**src/core/twm_pkg.sv**
```systemverilog
// package of constants and types for the timer waveform output block
// Contract
// reset clears waveform output state to zero
// nonzero output mode overrides port value
// software sets pin direction before expecting output
// override ignores the counting mode
// output mode zero leaves state unchanged
// new output mode acts next match; force acts
// counting depends only on mode select
// normal mode only increments, wraps at ff
// normal mode overflow flag set when count zero
// software may write count anytime in normal
// clear-on-match clears count at compare value
// compare writes immediate; missed match wraps first
// clear-on-match mode one toggles output state
// clear-on-match overflow set rolling max to zero
// fast pwm counts to max then clears
// fast pwm clears on match, sets at bottom
// output mode two non-inverted, three inverted
// fast pwm overflow set reaching max
// bottom compare spikes; max compare constant level
// clear-on-match raises match flag at top
// match flag set one tick after equality
// compare double buffered in pwm modes only
// force updates output, no flag, no counter change
// count write blocks matches on next tick
package twm_pkg;

	// ************************************************************
	// register map on the apb slave
	// ************************************************************
	localparam logic [11:0] TWM_CTRL_ADDR   = 12'h000; // mode bits and force strobe
	localparam logic [11:0] TWM_COUNT_ADDR  = 12'h004; // count value
	localparam logic [11:0] TWM_CMP_ADDR    = 12'h008; // compare value (buffer in pwm)
	localparam logic [11:0] TWM_FLAG_ADDR   = 12'h00c; // flags, write one to clear
	localparam logic [11:0] TWM_PORT_ADDR   = 12'h010; // port value and direction

	// ************************************************************
	// field positions
	// ************************************************************
	localparam int TWM_CTRL_FORCE_BIT = 7;   // force strobe, reads zero
	localparam int TWM_CTRL_WGM0_BIT  = 6;   // mode select low bit
	localparam int TWM_CTRL_COM_LSB   = 4;   // output mode field low bit
	localparam int TWM_CTRL_WGM1_BIT  = 3;   // mode select high bit
	localparam int TWM_FLAG_OVF_BIT   = 0;   // overflow flag
	localparam int TWM_FLAG_MATCH_BIT = 1;   // compare match flag
	localparam int TWM_PORT_VAL_BIT   = 0;   // general port value
	localparam int TWM_PORT_DIR_BIT   = 1;   // pin direction, one is output

	// ************************************************************
	// reset values and counter extremes
	// ************************************************************
	localparam logic [7:0]  TWM_BOTTOM    = 8'h00; // counter bottom
	localparam logic [7:0]  TWM_MAX       = 8'hff; // counter maximum
	localparam logic [7:0]  TWM_RST_BYTE  = 8'h00; // reset of byte registers
	localparam logic [31:0] TWM_RD_ZERO   = 32'h0000_0000; // unmapped read data
	localparam int          TWM_TICK_DIV  = 8;     // pclk cycles per timer tick

	// ************************************************************
	// mode encodings
	// ************************************************************
	typedef enum logic [1:0] {
		TWM_WGM_NORMAL = 2'h0, // free-running up counter
		TWM_WGM_PHASE  = 2'h1, // dual slope, not covered here
		TWM_WGM_CTC    = 2'h2, // clear on match
		TWM_WGM_FAST   = 2'h3  // single slope pwm
	} twm_wgm_t;

	typedef enum logic [1:0] {
		TWM_COM_OFF    = 2'h0, // no action, port not overridden
		TWM_COM_TOGGLE = 2'h1, // toggle on match
		TWM_COM_CLEAR  = 2'h2, // clear / non-inverted pwm
		TWM_COM_SET    = 2'h3  // set / inverted pwm
	} twm_com_t;

	// control fields carried together
	typedef struct packed {
		twm_wgm_t wgm; // waveform_mode_select
		twm_com_t com; // compare_output_mode
	} twm_ctrl_t;

	// pin pair for the waveform pin
	typedef struct packed {
		logic out; // driven level
		logic oe;  // high while driving
	} twm_pin_t;

endpackage : twm_pkg

```
**src/core/twm_timer.sv**
```systemverilog
// timer counting modes, compare unit and waveform output with apb registers
//
// The implementer's own choices: the APB slave port and the address map.
`timescale 1ns/1ps
module twm_timer
	import twm_pkg::*;
(
	input  wire logic        pclk,    // 40 mhz bus clock
	input  wire logic        presetn, // async reset, active low
	input  wire logic        psel,    // apb select
	input  wire logic        penable, // apb access phase
	input  wire logic        pwrite,  // apb direction
	input  wire logic [11:0] paddr,   // apb byte address
	input  wire logic [31:0] pwdata,  // apb write data
	output logic      [31:0] prdata,  // apb read data
	output logic             pready,  // apb ready
	output logic             pslverr, // apb error on unmapped
	output logic             pin_out, // waveform pin level
	output logic             pin_oe   // waveform pin drive enable
);

	// ************************************************************
	// state
	// ************************************************************
	twm_ctrl_t   ctrl;          // mode fields
	logic [7:0]  count_value;   // counter
	logic [7:0]  compare_value; // value seen by the comparator
	logic [7:0]  compare_buf;   // software-written buffer
	logic        wave_output_state; // internal output register
	logic        overflow_flag;     // sticky overflow
	logic        compare_match_flag; // sticky match
	logic        port_value;    // general port output
	logic        wave_pin_direction_bit; // port direction
	logic        block_match;   // suppress matches on next tick
	logic        match_seen;    // registered match for the flag
	logic [2:0]  div_cnt;       // tick divider
	logic        timer_tick;    // one-cycle tick enable

	// ************************************************************
	// bus decode
	// ************************************************************
	logic acc;      // access phase strobe
	logic wr;       // write taken this edge
	logic mapped;   // address hits a register
	logic wr_ctrl;  // control write
	logic wr_count; // count write
	logic wr_cmp;   // compare write
	logic wr_flag;  // flag clear write
	logic wr_port;  // port write
	logic force_compare_strobe; // force action now
	logic is_pwm;   // pwm modes use the buffer
	logic raw_eq;   // comparator equality
	logic match;    // effective match after blocking
	logic at_top;   // counter at top of sequence

	assign acc      = psel & penable;
	assign mapped   = (paddr == TWM_CTRL_ADDR) | (paddr == TWM_COUNT_ADDR) | (paddr == TWM_CMP_ADDR)
		| (paddr == TWM_FLAG_ADDR) | (paddr == TWM_PORT_ADDR);
	assign wr       = acc & pwrite & mapped;
	assign wr_ctrl  = wr & (paddr == TWM_CTRL_ADDR);
	assign wr_count = wr & (paddr == TWM_COUNT_ADDR);
	assign wr_cmp   = wr & (paddr == TWM_CMP_ADDR);
	assign wr_flag  = wr & (paddr == TWM_FLAG_ADDR);
	assign wr_port  = wr & (paddr == TWM_PORT_ADDR);
	assign is_pwm   = ctrl.wgm[0];
	// force only meaningful in non-pwm modes; uses the field already held
	assign force_compare_strobe = wr_ctrl & pwdata[TWM_CTRL_FORCE_BIT] & ~is_pwm;

	// comparator and match blocking
	assign raw_eq = (count_value == compare_value);
	assign match  = raw_eq & timer_tick & ~block_match;
	// top of sequence: compare in ctc, max otherwise
	assign at_top = (ctrl.wgm == TWM_WGM_CTC) ? raw_eq : (count_value == TWM_MAX);

	// ************************************************************
	// apb answer, zero wait states
	// ************************************************************
	// ready every access phase; unmapped addresses answer with an error
	always_ff @(posedge pclk or negedge presetn) begin
		if (!presetn) begin
			pready  <= 1'b0;
			pslverr <= 1'b0;
			prdata  <= TWM_RD_ZERO;
		end else begin
			pready  <= psel & ~penable; // registered, so high in the access phase
			pslverr <= psel & ~penable & ~mapped;
			prdata  <= TWM_RD_ZERO;
			if (psel && !penable && !pwrite) begin
				case (paddr)
					TWM_CTRL_ADDR: begin
						prdata[TWM_CTRL_WGM0_BIT] <= ctrl.wgm[0];
						prdata[TWM_CTRL_WGM1_BIT] <= ctrl.wgm[1];
						prdata[TWM_CTRL_COM_LSB +: 2] <= ctrl.com;
					end
					TWM_COUNT_ADDR: prdata[7:0] <= count_value;
					TWM_CMP_ADDR:   prdata[7:0] <= is_pwm ? compare_buf : compare_value;
					TWM_FLAG_ADDR: begin
						prdata[TWM_FLAG_OVF_BIT]   <= overflow_flag;
						prdata[TWM_FLAG_MATCH_BIT] <= compare_match_flag;
					end
					TWM_PORT_ADDR: begin
						prdata[TWM_PORT_VAL_BIT] <= port_value;
						prdata[TWM_PORT_DIR_BIT] <= wave_pin_direction_bit;
					end
					default: prdata <= TWM_RD_ZERO; // unmapped reads as zero
				endcase
			end
		end
	end

	// ************************************************************
	// tick divider
	// ************************************************************
	// fixed prescale stands in for the excluded clock select logic
	always_ff @(posedge pclk or negedge presetn) begin
		if (!presetn) begin
			div_cnt    <= 3'h0;
			timer_tick <= 1'b0;
		end else begin
			div_cnt    <= div_cnt + 3'h1;
			timer_tick <= (div_cnt == 3'(TWM_TICK_DIV - 1));
		end
	end

	// ************************************************************
	// control and port registers
	// ************************************************************
	// output mode takes effect at the next match; no buffering of it
	always_ff @(posedge pclk or negedge presetn) begin
		if (!presetn) begin
			ctrl                   <= '{wgm: TWM_WGM_NORMAL, com: TWM_COM_OFF};
			port_value             <= 1'b0;
			wave_pin_direction_bit <= 1'b0;
		end else begin
			if (wr_ctrl) begin
				ctrl.wgm <= twm_wgm_t'({pwdata[TWM_CTRL_WGM1_BIT], pwdata[TWM_CTRL_WGM0_BIT]});
				ctrl.com <= twm_com_t'(pwdata[TWM_CTRL_COM_LSB +: 2]);
			end
			if (wr_port) begin
				port_value             <= pwdata[TWM_PORT_VAL_BIT];
				wave_pin_direction_bit <= pwdata[TWM_PORT_DIR_BIT];
			end
		end
	end

	// ************************************************************
	// compare value and its buffer
	// ************************************************************
	// pwm modes load at bottom so a period never sees two values
	always_ff @(posedge pclk or negedge presetn) begin
		if (!presetn) begin
			compare_buf   <= TWM_RST_BYTE;
			compare_value <= TWM_RST_BYTE;
		end else begin
			if (wr_cmp) begin
				compare_buf <= pwdata[7:0];
			end
			if (!is_pwm) begin
				if (wr_cmp) begin
					compare_value <= pwdata[7:0];
				end
			end else if (timer_tick && count_value == TWM_MAX) begin
				compare_value <= compare_buf;
			end
		end
	end

	// compare path checks: direct in non-pwm modes, frozen between loads in pwm
	property p_cmp_direct;
		@(posedge pclk) disable iff (!presetn)
		(wr_cmp && !is_pwm) |=> compare_value == compare_buf;
	endproperty
	a_cmp_direct: assert property (p_cmp_direct) else $error("compare not written through");

	property p_cmp_hold;
		@(posedge pclk) disable iff (!presetn)
		(is_pwm && !(timer_tick && count_value == TWM_MAX)) |=> $stable(compare_value);
	endproperty
	a_cmp_hold: assert property (p_cmp_hold) else $error("compare changed outside its load point");

	// ************************************************************
	// counter
	// ************************************************************
	// software write wins over counting; sequence ignores output mode
	always_ff @(posedge pclk or negedge presetn) begin
		if (!presetn) begin
			count_value <= TWM_BOTTOM;
		end else if (wr_count) begin
			count_value <= pwdata[7:0];
		end else if (timer_tick) begin
			case (ctrl.wgm)
				TWM_WGM_NORMAL: count_value <= count_value + 8'h01;
				TWM_WGM_CTC: begin
					// missed top runs on through ff and wraps
					if (at_top && !block_match) count_value <= TWM_BOTTOM;
					else count_value <= count_value + 8'h01;
				end
				TWM_WGM_FAST: begin
					if (at_top) count_value <= TWM_BOTTOM;
					else count_value <= count_value + 8'h01;
				end
				default: count_value <= count_value + 8'h01; // phase mode not covered
			endcase
		end
	end

	// counter checks: single slope wrap, force leaves the count alone
	property p_fast_wrap;
		@(posedge pclk) disable iff (!presetn)
		(timer_tick && !wr_count && ctrl.wgm == TWM_WGM_FAST && count_value == TWM_MAX)
		|=> count_value == TWM_BOTTOM;
	endproperty
	a_fast_wrap: assert property (p_fast_wrap) else $error("fast pwm did not restart at bottom");

	property p_force_count;
		@(posedge pclk) disable iff (!presetn)
		(force_compare_strobe && !timer_tick) |=> $stable(count_value) && $stable(compare_match_flag);
	endproperty
	a_force_count: assert property (p_force_count) else $error("force touched counter or flag");

	// ************************************************************
	// match blocking after count write
	// ************************************************************
	// held until the next timer tick has passed
	always_ff @(posedge pclk or negedge presetn) begin
		if (!presetn) begin
			block_match <= 1'b0;
		end else if (wr_count) begin
			block_match <= 1'b1;
		end else if (timer_tick) begin
			block_match <= 1'b0;
		end
	end

	// ************************************************************
	// flags
	// ************************************************************
	// set wins over a write-one clear in the same cycle
	always_ff @(posedge pclk or negedge presetn) begin
		if (!presetn) begin
			overflow_flag      <= 1'b0;
			compare_match_flag <= 1'b0;
			match_seen         <= 1'b0;
		end else begin
			if (timer_tick) begin
				match_seen <= match; // flag follows on the next tick
			end
			if (timer_tick && match_seen) begin
				compare_match_flag <= 1'b1;
			end else if (wr_flag && pwdata[TWM_FLAG_MATCH_BIT]) begin
				compare_match_flag <= 1'b0;
			end
			// overflow when leaving max toward zero; never on a blocked write
			if (timer_tick && !wr_count && ctrl.wgm != TWM_WGM_PHASE && count_value == TWM_MAX) begin
				overflow_flag <= 1'b1;
			end else if (wr_flag && pwdata[TWM_FLAG_OVF_BIT]) begin
				overflow_flag <= 1'b0;
			end
		end
	end

	// overflow when leaving max in clear-on-match and fast pwm
	property p_top_ovf;
		@(posedge pclk) disable iff (!presetn)
		(timer_tick && !wr_count && ctrl.wgm[1] && count_value == TWM_MAX) |=> overflow_flag;
	endproperty
	a_top_ovf: assert property (p_top_ovf) else $error("overflow not set leaving max");

	// ************************************************************
	// waveform output state
	// ************************************************************
	// bottom action listed after match so compare at max holds a constant level
	always_ff @(posedge pclk or negedge presetn) begin
		if (!presetn) begin
			wave_output_state <= 1'b0;
		end else if (force_compare_strobe || (match && !is_pwm)) begin
			case (ctrl.com)
				TWM_COM_OFF:    wave_output_state <= wave_output_state;
				TWM_COM_TOGGLE: wave_output_state <= ~wave_output_state;
				TWM_COM_CLEAR:  wave_output_state <= 1'b0;
				TWM_COM_SET:    wave_output_state <= 1'b1;
				default:        wave_output_state <= wave_output_state;
			endcase
		end else if (ctrl.wgm == TWM_WGM_FAST && timer_tick) begin
			// max compare: match and bottom coincide, match wins, level constant
			if (match && ctrl.com == TWM_COM_TOGGLE) begin
				wave_output_state <= ~wave_output_state;
			end else if (match && ctrl.com[1]) begin
				wave_output_state <= ctrl.com[0];
			end else if (count_value == TWM_MAX && ctrl.com[1]) begin
				wave_output_state <= ~ctrl.com[0];
			end
		end
	end

	// fast pwm match action per polarity
	property p_fast_clear;
		@(posedge pclk) disable iff (!presetn)
		(match && ctrl.wgm == TWM_WGM_FAST && ctrl.com == TWM_COM_CLEAR) |=> !wave_output_state;
	endproperty
	a_fast_clear: assert property (p_fast_clear) else $error("non-inverted pwm not cleared on match");

	property p_fast_set;
		@(posedge pclk) disable iff (!presetn)
		(match && ctrl.wgm == TWM_WGM_FAST && ctrl.com == TWM_COM_SET) |=> wave_output_state;
	endproperty
	a_fast_set: assert property (p_fast_set) else $error("inverted pwm not set on match");

	// ************************************************************
	// pin mux
	// ************************************************************
	// override depends only on the output mode, never on counting mode
	always_ff @(posedge pclk or negedge presetn) begin
		if (!presetn) begin
			pin_out <= 1'b0;
			pin_oe  <= 1'b0;
		end else begin
			pin_out <= (ctrl.com != TWM_COM_OFF) ? wave_output_state : port_value;
			pin_oe  <= wave_pin_direction_bit;
		end
	end

	// port value passes with mode off; direction always from the port bit
	property p_port_pass;
		@(posedge pclk) disable iff (!presetn)
		ctrl.com == TWM_COM_OFF |=> pin_out == $past(port_value);
	endproperty
	a_port_pass: assert property (p_port_pass) else $error("port value not on pin");

	property p_oe_dir;
		@(posedge pclk) disable iff (!presetn)
		1'b1 |=> pin_oe == $past(wave_pin_direction_bit);
	endproperty
	a_oe_dir: assert property (p_oe_dir) else $error("pin enable not following direction");

	// ************************************************************
	// checks
	// ************************************************************
	property p_reset_state;
		@(posedge pclk) $rose(presetn) |-> !wave_output_state;
	endproperty
	a_reset_state: assert property (p_reset_state) else $error("output state not zero after reset");

	property p_override;
		@(posedge pclk) disable iff (!presetn)
		ctrl.com != TWM_COM_OFF |=> pin_out == $past(wave_output_state);
	endproperty
	a_override: assert property (p_override) else $error("pin not following output state");

	property p_off_hold;
		@(posedge pclk) disable iff (!presetn)
		(match && ctrl.com == TWM_COM_OFF && !is_pwm) |=> $stable(wave_output_state);
	endproperty
	a_off_hold: assert property (p_off_hold) else $error("output changed with mode off");

	property p_ctc_toggle;
		@(posedge pclk) disable iff (!presetn)
		(match && ctrl.wgm == TWM_WGM_CTC && ctrl.com == TWM_COM_TOGGLE && !wr_ctrl)
		|=> wave_output_state != $past(wave_output_state);
	endproperty
	a_ctc_toggle: assert property (p_ctc_toggle) else $error("no toggle on match");

	property p_normal_wrap;
		@(posedge pclk) disable iff (!presetn)
		(timer_tick && !wr_count && ctrl.wgm == TWM_WGM_NORMAL && count_value == TWM_MAX)
		|=> count_value == TWM_BOTTOM && overflow_flag;
	endproperty
	a_normal_wrap: assert property (p_normal_wrap) else $error("normal wrap or overflow wrong");

	property p_ctc_clear;
		@(posedge pclk) disable iff (!presetn)
		(match && ctrl.wgm == TWM_WGM_CTC && !wr_count && !wr_ctrl) |=> count_value == TWM_BOTTOM;
	endproperty
	a_ctc_clear: assert property (p_ctc_clear) else $error("ctc did not clear");

	property p_flag_delay;
		@(posedge pclk) disable iff (!presetn)
		match ##1 (!timer_tick)[*7] ##1 timer_tick |=> compare_match_flag;
	endproperty
	a_flag_delay: assert property (p_flag_delay) else $error("match flag not set next tick");

	property p_block;
		@(posedge pclk) disable iff (!presetn)
		wr_count |=> !match;
	endproperty
	a_block: assert property (p_block) else $error("match not blocked after count write");

	property p_fast_bottom;
		@(posedge pclk) disable iff (!presetn)
		(timer_tick && ctrl.wgm == TWM_WGM_FAST && ctrl.com == TWM_COM_CLEAR && count_value == TWM_MAX
			&& !match && !wr_ctrl && !wr_count) |=> wave_output_state;
	endproperty
	a_fast_bottom: assert property (p_fast_bottom) else $error("fast pwm not set at bottom");

endmodule : twm_timer

```
**config.mk**
```make
export PLATFORM = sky130hd
export DESIGN_NAME = twm_timer
export DESIGN_NICKNAME = d
export VERILOG_FILES = /design/src/core/twm_pkg.sv /design/src/core/twm_timer.sv
export SDC_FILE = /design/constraint.sdc
export NUM_CORES = 1
export LEC_CHECK = 0
export CAP_MARGIN = 0
export CORE_ASPECT_RATIO = 1.2
export CORE_UTILIZATION = 58
export DETAILED_ROUTE_END_ITERATION = 16
export DONT_BUFFER_PORTS = 1
export PLACE_DENSITY = 0.75
export SLEW_MARGIN = 10
export SYNTH_ARGS = -nofsm -noshare
export SYNTH_HDL_FRONTEND = slang
export SYNTH_SLANG_ARGS = --single-unit
```
**constraint.sdc**
```tcl
create_clock -name pclk -period 2.5 [get_ports pclk]
set_input_delay 0.125 -clock pclk [delete_from_list [all_inputs] [get_ports pclk]]
set_output_delay 0.125 -clock pclk [all_outputs]
set_load 0.02 [all_outputs]
```
==> metrics, run 1 <==
num ports=85; crit-path max FO=8; CTS tree=yes; Root Driver=clkbuf_8; largest net degree at the start of global routing=52; post-route clock period utilization=88.7%; final setup TNS=0 ns; post-synthesis cell type count=49; Layout area overhead=7.23%; DR iter-0 viols=165; drt drc=0; power per cell area=595 mW/mm^2; multi-input logic area=0.00146 sq mm; Worst-Skew Late Latency=0.31 ns; Seq/Total Area, Yosys=44.1%; vias=2,206; Port-buffer cells=0; Layout Nets=354; most area-consuming cells after synthesis=dfrtp_1, buf_4, mux2i_1; grt ovf=0; cell with the most instances after synthesis=dfrtp_1; first-pass GRT wire length=10,500 microns; DRT Pass-1 Iters=4; final setup violation count=0; top post-synthesis cells by count=dfrtp_1, nor2_1, buf_4; Core Area=0.00470 sq mm; Setup CP Type=reg2reg; placed cell count=341; WL/cell=18.0 microns; Reg area=0.00128 sq mm; Filler cells=400; VDD IR-drop max=449 uV; post-synthesis cell area=0.00289 sq mm; die area=0.00527 sq mm; Switching Share=31.1%; Max-Cap Viols=0; Worst Hold Class=in2reg; Clock power frac=26.1%; Final Max Tran Viols=0; Pint=1.27 mW; WP data arrival=2.42 ns; Syn Inst Count=289; Critical Path Source Type=flop; CP Capture Type=flop; cts bufs inserted=5; final core utilization=66.0%; Synth top area share=44.1%; RePlAce Congestion=0.869; drt total wl=6500 microns; Leak=1.45 nW; clk_skew=0.00977 ns; Seq pwr share=53.2%; Reg2Reg Depth=6; Period minus WS final=2.22 ns; antenna-violating nets left=0; sw power=0.574 mW; clock tree buffer depth=2; DP Wirelength=4510 microns; Clock transition at path regs=0.10 ns; Yosys warning count=0; Final Hold Viols=0; status=finished, final reports clean; share of cells above drive strength 1=11.9%; vias in the first global route=2,169; fraction of synthesis flops using an asynchronous set or reset pin=100%; syn_area_per_cell=10.0 sq um; total track usage=27.1%; non-filler cells, final=361; Max Fclk=451 MHz; Initial Util=61.6%; RSZ-0062 raised after global routing=false; Post-synth EDFFs=0; synthesis-stage register bit count=51; initial antenna violation count=0; clock sinks=51; Synth area leader=dfrtp_1; ys flop type=dfrtp_1; hold path depth=2; Die Width=66.5 microns; # rows=27; antenna cells=0; critical path required time=2.70 ns; Logic pwr share=20.7%; htree depth=2; vias per cell=6.11; chip height=79.3 microns
## layer usage
layer	vias up	wire length [microns]	track usage, %
met5	-	0	0
met4	0	267	15.7
met3	22	437	7.04
met2	92	3150	44.1
met1	1075	2650	31.9
li1	1017	-	-
## cell usage in the layout, fill, tap and decap left out, types with 4 or more instances in the layout
master	synthesis	final
buf_4	24	6
clkbuf_8	0	5
nor3b_1	6	6
nand2_1	16	16
mux2_2	9	9
mux2i_1	12	12
nor3_1	6	6
a21oi_1	8	8
conb_1	1	24
o22ai_1	14	14
or3_1	5	5
dfrtp_1	51	51
a211oi_1	6	6
nand2b_1	5	5
o21ai_0	7	7
nand3_1	5	5
nor2_1	30	30
and2_1	6	6
dlygate4sd3_1	0	11
nand3b_1	4	4
and3_1	5	5
inv_1	6	6
xnor2_1	8	8
mux2_1	5	5
a211o_1	6	6
## layout make-up
class,instances,share of cell area (%)
well taps,58,2.34
inverters,6,0.726
clock buffers,5,2.22
clock inverters,3,0.726
flip-flops and latches,51,41.2
multi-input cells,220,46.9
repair buffers,18,5.89
## worst paths after layout
check	from	end	slack, ns
min in group asynchronous	presetn	prdata[3]	0.32
max in group asynchronous	presetn	wave_output_state	1.95
worst max-delay path	count_value[0]	count_value[5]	0.28
worst min-delay path	penable	pready	0.01
worst min register to register	wave_pin_direction_bit	pin_oe	0.43
worst max register to register	count_value[0]	count_value[5]	0.28
## timing repair
action | in CTS | in global routing
endpoints found under the hold margin | 83 | 0
endpoints found under the setup margin | 0 | 7
hold buffers | 12 | 0
resized for setup | 0 | 1
buffers inserted | 0 | 0
## flip-flops by register name, summed over array words and instances (netlist names), 3 cells and up
register / count
compare_buf: 8
compare_value: 8
count_value: 8
prdata: 8
ctrl: 4
div_cnt: 3
## logic make-up after synthesis
logic type               count (synthesis)  share of synthesized area (%)
AND/OR/NAND/NOR                        105                           20.5
AO/OA/AOI/OAI                           54                           13.2
flip-flops                              51                           44.1
buffers and inverters                   41                           8.74
multiplexers                            26                           9.61
XOR/XNOR                                 8                           2.42
adder cells (fa/ha/maj)                  3                           1.30
other                                    1                          0.130
## power groups by stage
| stage | clock (mW) | sequential (mW) | combinational [mW] |
|---|---|---|---|
| after global routing | 0.530 | 0.993 | 0.423 |
| final | 0.481 | 0.982 | 0.382 |
| after detailed placement | 0 | 0.997 | 0.332 |
| after CTS | 0.495 | 0.979 | 0.375 |
| after global placement | 0 | 0.991 | 0.326 |
| after floorplan | 0 | 0.969 | 0.311 |
## critical path, cell delays in order (launching register included)
cell	delay (ns)
dfrtp_1	0.47
ha_1	0.25
nand3_1	0.14
nor4_2	0.47
o21a_1	0.39
a211oi_1	0.10
a211o_1	0.28
## metrics by stage
step	power [mW]	worst slack, ns	instance area, sq um	hold WS, ns
finish	1.85	0.281	3100	0.0126
global route	1.95	0.160	3100	0.00453
CTS	1.85	0.111	3090	0.00855
detailed placement	1.33	0.160	2870	-0.170
global placement	1.32	0.168	2870	-0.169
floorplan	1.28	0.561	2980	-0.171
No activity file was read; power rests on OpenSTA's default activity.
==> run 2, diff against run 1 <==
CTS_BUF_LIST = sky130_fd_sc_hd__clkbuf_16   (was default)
==> metrics, run 2 (synthesis gave the netlist of run 1 again) <==
largest net degree at the start of global routing=52 (unchanged); DP Wirelength=4510 microns (unchanged); Critical Path Source Type=flop; R2R Setup Slk=0.28 ns (about the same); final setup violation count=0 (unchanged); RSZ-0062 raised after global routing=false; DR iter-0 viols=161 (-2.4%); status=finished, final reports clean; clk_skew=0.00952 ns (-0.000251 ns); grt ovf=0 (unchanged); CP Capture Type=flop; clock sinks=51 (unchanged); initial antenna violation count=0 (unchanged); Die Width=66.5 microns (unchanged); Final Max Tran Viols=0 (unchanged); critical path required time=2.68 ns (-0.02 ns); Layout Nets=354 (unchanged); final setup TNS=0 ns (unchanged); Core Area=0.00470 sq mm (unchanged); total track usage=27.7% (+0.56 points); vias per cell=6.16 (+0.86%); cts bufs inserted=5 (unchanged); Clock transition at path regs=0.07 ns (-0.03 ns); WL/cell=18.3 microns (+1.6%); Max Fclk=451 MHz (+0.15%); Initial Util=61.6% (unchanged); CTS tree=yes; Period minus WS final=2.22 ns (-0.00331 ns); commonest non-fill, non-tap cell in the layout=dfrtp_1; htree depth=2 (unchanged); chip height=79.3 microns (unchanged); antenna cells=0 (unchanged); drt total wl=6600 microns (+1.6%); DRT Pass-1 Iters=4 (unchanged); WP data arrival=2.40 ns (-0.02 ns); non-filler cells, final=361 (unchanged); Final Hold Viols=0 (unchanged); most frequent cells in the layout=dfrtp_1, nor2_1, conb_1; first-pass GRT wire length=10,700 microns (+2.1%); antenna-violating nets left=0 (unchanged); drt drc=0 (unchanged); crit-path max FO=8 (unchanged); Port-buffer cells=0 (unchanged); Root Driver=clkbuf_16; vias=2,225 (+0.86%); die area=0.00527 sq mm (unchanged); Layout area overhead=9.17%; Worst Hold Class=in2reg; power per cell area=649 mW/mm^2 (+9.0%); Max-Cap Viols=0 (unchanged); clock tree buffer depth=2 (unchanged); VDD IR-drop max=370 uV (-18%); vias in the first global route=2,195 (+1.2%); Worst-Skew Late Latency=0.30 ns (about the same); post-route clock period utilization=88.6% (-0.13 points); placed cell count=341 (unchanged); share of cells above drive strength 1=11.9% (unchanged); num ports=85 (unchanged); Leak=1.48 nW (+1.8%); RePlAce Congestion=0.869 (unchanged); Setup CP Type=reg2reg; # rows=27 (unchanged)
-- run 2: changes by cell type in the layout (fill, tap and decap cells not counted) --
cell / before / now
clkbuf_8: 5 / 0
clkbuf_16: 0 / 5
-- run 2: final cells by class --
type                    instances  area, sq um
fillers                       393         1540
multi-input cells             220         1460
flip-flops and latches         51         1280
repair buffers                 18          183
clock buffers                   5          125
well taps                      58         72.6
clock inverters                 3         22.5
inverters                       6         22.5
-- run 2: per-stage QoR --
stage	area [sq um]	total power, mW	worst slack, ns	hold WS (ns)	util (%)
6_report	3160	2.05	0.285	0.00427	67.2
5_1_grt	3160	2.15	0.176	0.0124	67.2
4_1_cts	3150	2.05	0.138	0.000711	67.1
3_5_place_dp	2870	1.33	0.160	-0.170	61.0
3_3_place_gp	2870	1.32	0.168	-0.169	61.0
2_1_floorplan	2980	1.28	0.561	-0.171	-
-- run 2: critical path, cell delays in order (launching register included) --
cell and delay, ns:
dfrtp_1 0.45, ha_1 0.24, nand3_1 0.14, nor4_2 0.47, o21a_1 0.40, a211oi_1 0.11, a211o_1 0.28
-- run 2: worst paths after layout --
path,start,end,depth (start not counted)
setup / recovery,count_value[0],count_value[5],6
hold / removal,pwdata[3],compare_value[3],2
setup reg to reg,count_value[0],count_value[5],6
hold reg to reg,wave_pin_direction_bit,pin_oe,0
max in group asynchronous,presetn,wave_output_state,2
min in group asynchronous,presetn,compare_value[0],2
-- run 2: power by group --
group          internal (mW)  switching (mW)  leakage (nW)
clock                  0.375           0.312        0.0742
combinational          0.187           0.192         0.724
sequential             0.884          0.0987         0.678
total                   1.45           0.603          1.48
-- run 2: per-layer routing --
metal	GRT usage, %	wire length, microns
met1	32.2	2500
met2	45.5	3340
met3	6.61	524
met4	16.6	238
met5	0	0
-- run 2: what timing repair did --
action | in CTS | in global routing
resized for setup | 0 | 1
endpoints found under the setup margin | 0 | 6
buffers inserted | 0 | 0
hold buffers | 12 | 0
endpoints found under the hold margin | 79 | 0
==> run 3, diff against run 2 <==
ABC_AREA = 1   (was default)
==> metrics, run 3 <==
Final Hold Viols=0 (unchanged); commonest non-fill, non-tap cell in the layout=nand2_1; synthesis-stage register bit count=51 (unchanged); Initial Util=60.2% (-1.4 points); critical path required time=2.71 ns (+0.03 ns); VDD IR-drop max=391 uV (+5.6%); vias=2,595 (+17%); cts bufs inserted=5 (unchanged); Critical Path Source Type=flop; Crit path depth=11 (+5); Yosys warning count=0 (unchanged); CTS tree=yes; crit-path max FO=16 (+8); DR iter-0 viols=201 (+25%); Seq/Total Area, Yosys=42.9% (-1.2 points); vias per cell=5.46 (-11%); Power Total=1.59 mW (-23%); die area=0.00542 sq mm (+2.7%); WL/cell=13.9 microns (-24%); top post-synthesis cells by count=nand2_1, inv_1, dfrtp_1; # rows=28 (+3.7%); Worst-Skew Late Latency=0.29 ns (about the same); clock sinks=51 (unchanged); Max-Cap Viols=0 (unchanged); WP data arrival=2.19 ns (-0.21 ns); crit path max-delay cell type=dfrtp_1; antenna-violating nets left=0 (unchanged); Port-buffer cells=0 (unchanged); ys flop type=dfrtp_1; clock tree buffer depth=2 (unchanged); antenna cells=0 (unchanged); Max Fclk=503 MHz (+12%); most frequent cells in the layout=nand2_1, inv_1, dfrtp_1; Synth top area share=42.9% (-1.2 points); share of cells above drive strength 1=8.19% (-3.7 points); RSZ-0062 raised after global routing=false; status=finished, final reports clean; initial antenna violation count=0 (unchanged); max incr delay on CP=0.37 ns (-0.10 ns); htree depth=2 (unchanged); Post-CTS Setup Repair Bufs=0 (unchanged); Worst Hold Class=in2reg; largest net degree at the start of global routing=52 (unchanged); RePlAce Congestion=0.926 (+6.6%); Die Width=67.4 microns (+1.4%); crit-path cells=ha_1 > nand2_1 > inv_1 > nand2_1 > nor2_1 > nand3_1 > nor3_1 > nand2_1 > o21ai_4 > nand2_1 > o21ai_1; cell with the most instances after synthesis=nand2_1; CP Capture Type=flop; Root Driver=clkbuf_16; num ports=85 (unchanged); grt ovf=0 (unchanged); post-route clock period utilization=79.5% (-9.1 points); Layout area overhead=7.32%; power per cell area=497 mW/mm^2 (-23%); Post-synth EDFFs=0 (unchanged); Period minus WS final=1.99 ns (-0.229 ns); vias in the first global route=2,249 (+2.5%); first-pass GRT wire length=10,500 microns (-2.4%); Synth area leader=dfrtp_1; Syn Inst Count=403 (+39%); syn_area_per_cell=7.38 sq um (-26%); DRT Pass-1 Iters=5 (+1); Layout Nets=466 (+32%); Final Max Tran Viols=0 (unchanged); max_slew headroom=63.7%; Top cell by count, worst path=nand2_1; final setup violation count=0 (unchanged); Reg2Reg Depth=11 (+5); DP Wirelength=4840 microns (+7.4%); Critical path buffers and inverters=1 (+1); most area-consuming cells after synthesis=dfrtp_1, nand2_1, inv_1; fraction of synthesis flops using an asynchronous set or reset pin=100% (unchanged); slew at the pin closest to its max-slew limit=0.544 ns; post-synthesis cell type count=32 (-35%); drt drc=0 (unchanged); Leak=1.60 nW (+8.2%); Clock transition at path regs=0.07 ns (about the same); Filler cells=429 (+9.2%); hold path depth=2 (unchanged); CP top delay family=simple AND/OR/NAND/NOR gates; drt total wl=6580 microns (-0.33%); final setup TNS=0 ns (unchanged); post-synthesis cell area=0.00297 sq mm (+2.8%); clk_skew=0.00529 ns (-0.00423 ns); chip height=80.4 microns (+1.4%); Core Area=0.00494 sq mm (+5.2%); total track usage=26.5% (-1.2 points); Setup CP Type=reg2reg
-- run 3: timing repair --
action	in CTS	in global routing
hold buffers	9	0
hold endpoints to repair	57	0
resized for setup	0	0
-- run 3: layer usage --
| metal | track usage (%) | vias up | part of all wire (%) |
|---|---|---|---|
| met2 | 43.5 | 113 | 50 |
| met3 | 4.97 | 14 | 5.9 |
| met1 | 33.5 | 1211 | 42 |
| met5 | 0 | - | 0 |
| li1 | - | 1257 | - |
| met4 | 10.9 | 0 | 2.5 |
-- run 3: cell families after synthesis --
kind of cell	synth area share [%]
fa+ha+maj	1.26
xor+xnor	0.295
simple gates	26.7
compound gates	13.8
buf+inv	14.9
other cells	0.126
flops	42.9
-- run 3: worst paths after layout --
kind / from / end / slack [ns]
max: count_value[0] / compare_value[1] / 0.51
min: pwdata[0] / count_value[0] / 0.01
max reg2reg: count_value[0] / compare_value[1] / 0.51
min reg2reg: wave_pin_direction_bit / pin_oe / 0.41
max in group asynchronous: presetn / compare_buf[3] / 1.91
min in group asynchronous: presetn / prdata[0] / 0.36
-- run 3: layout make-up --
cell class	instances	area [sq um]	area share (%)
multi-input cells	283	1340	42.0
flip-flops and latches	51	1280	40.0
inverters	62	233	7.29
clock buffers	5	125	3.92
repair buffers	11	123	3.84
well taps	60	75.1	2.35
clock inverters	3	18.8	0.588
-- run 3: power breakdown --
part	switching [mW]	total [mW]	leakage, nW	internal [mW]
Sequential	0.00264	0.829	0.628	0.826
Clock	0.301	0.672	0.0740	0.371
Combinational	0.0664	0.0854	0.895	0.0190
-- run 3: per-stage QoR --
stage / cells / setup WS [ns] / utilization [%] / hold slack (ns) / instance area (sq um)
2_1_floorplan: 426 / 0.850 / - / -0.171 / 3060
5_1_grt: 475 / 0.253 / 64.6 / 0.0203 / 3190
3_5_place_dp: 458 / 0.583 / 59.5 / -0.170 / 2940
6_report: 475 / 0.513 / 64.6 / 0.0132 / 3190
3_3_place_gp: 458 / 0.629 / 59.5 / -0.169 / 2940
4_1_cts: 475 / 0.528 / 64.6 / 0.0152 / 3190
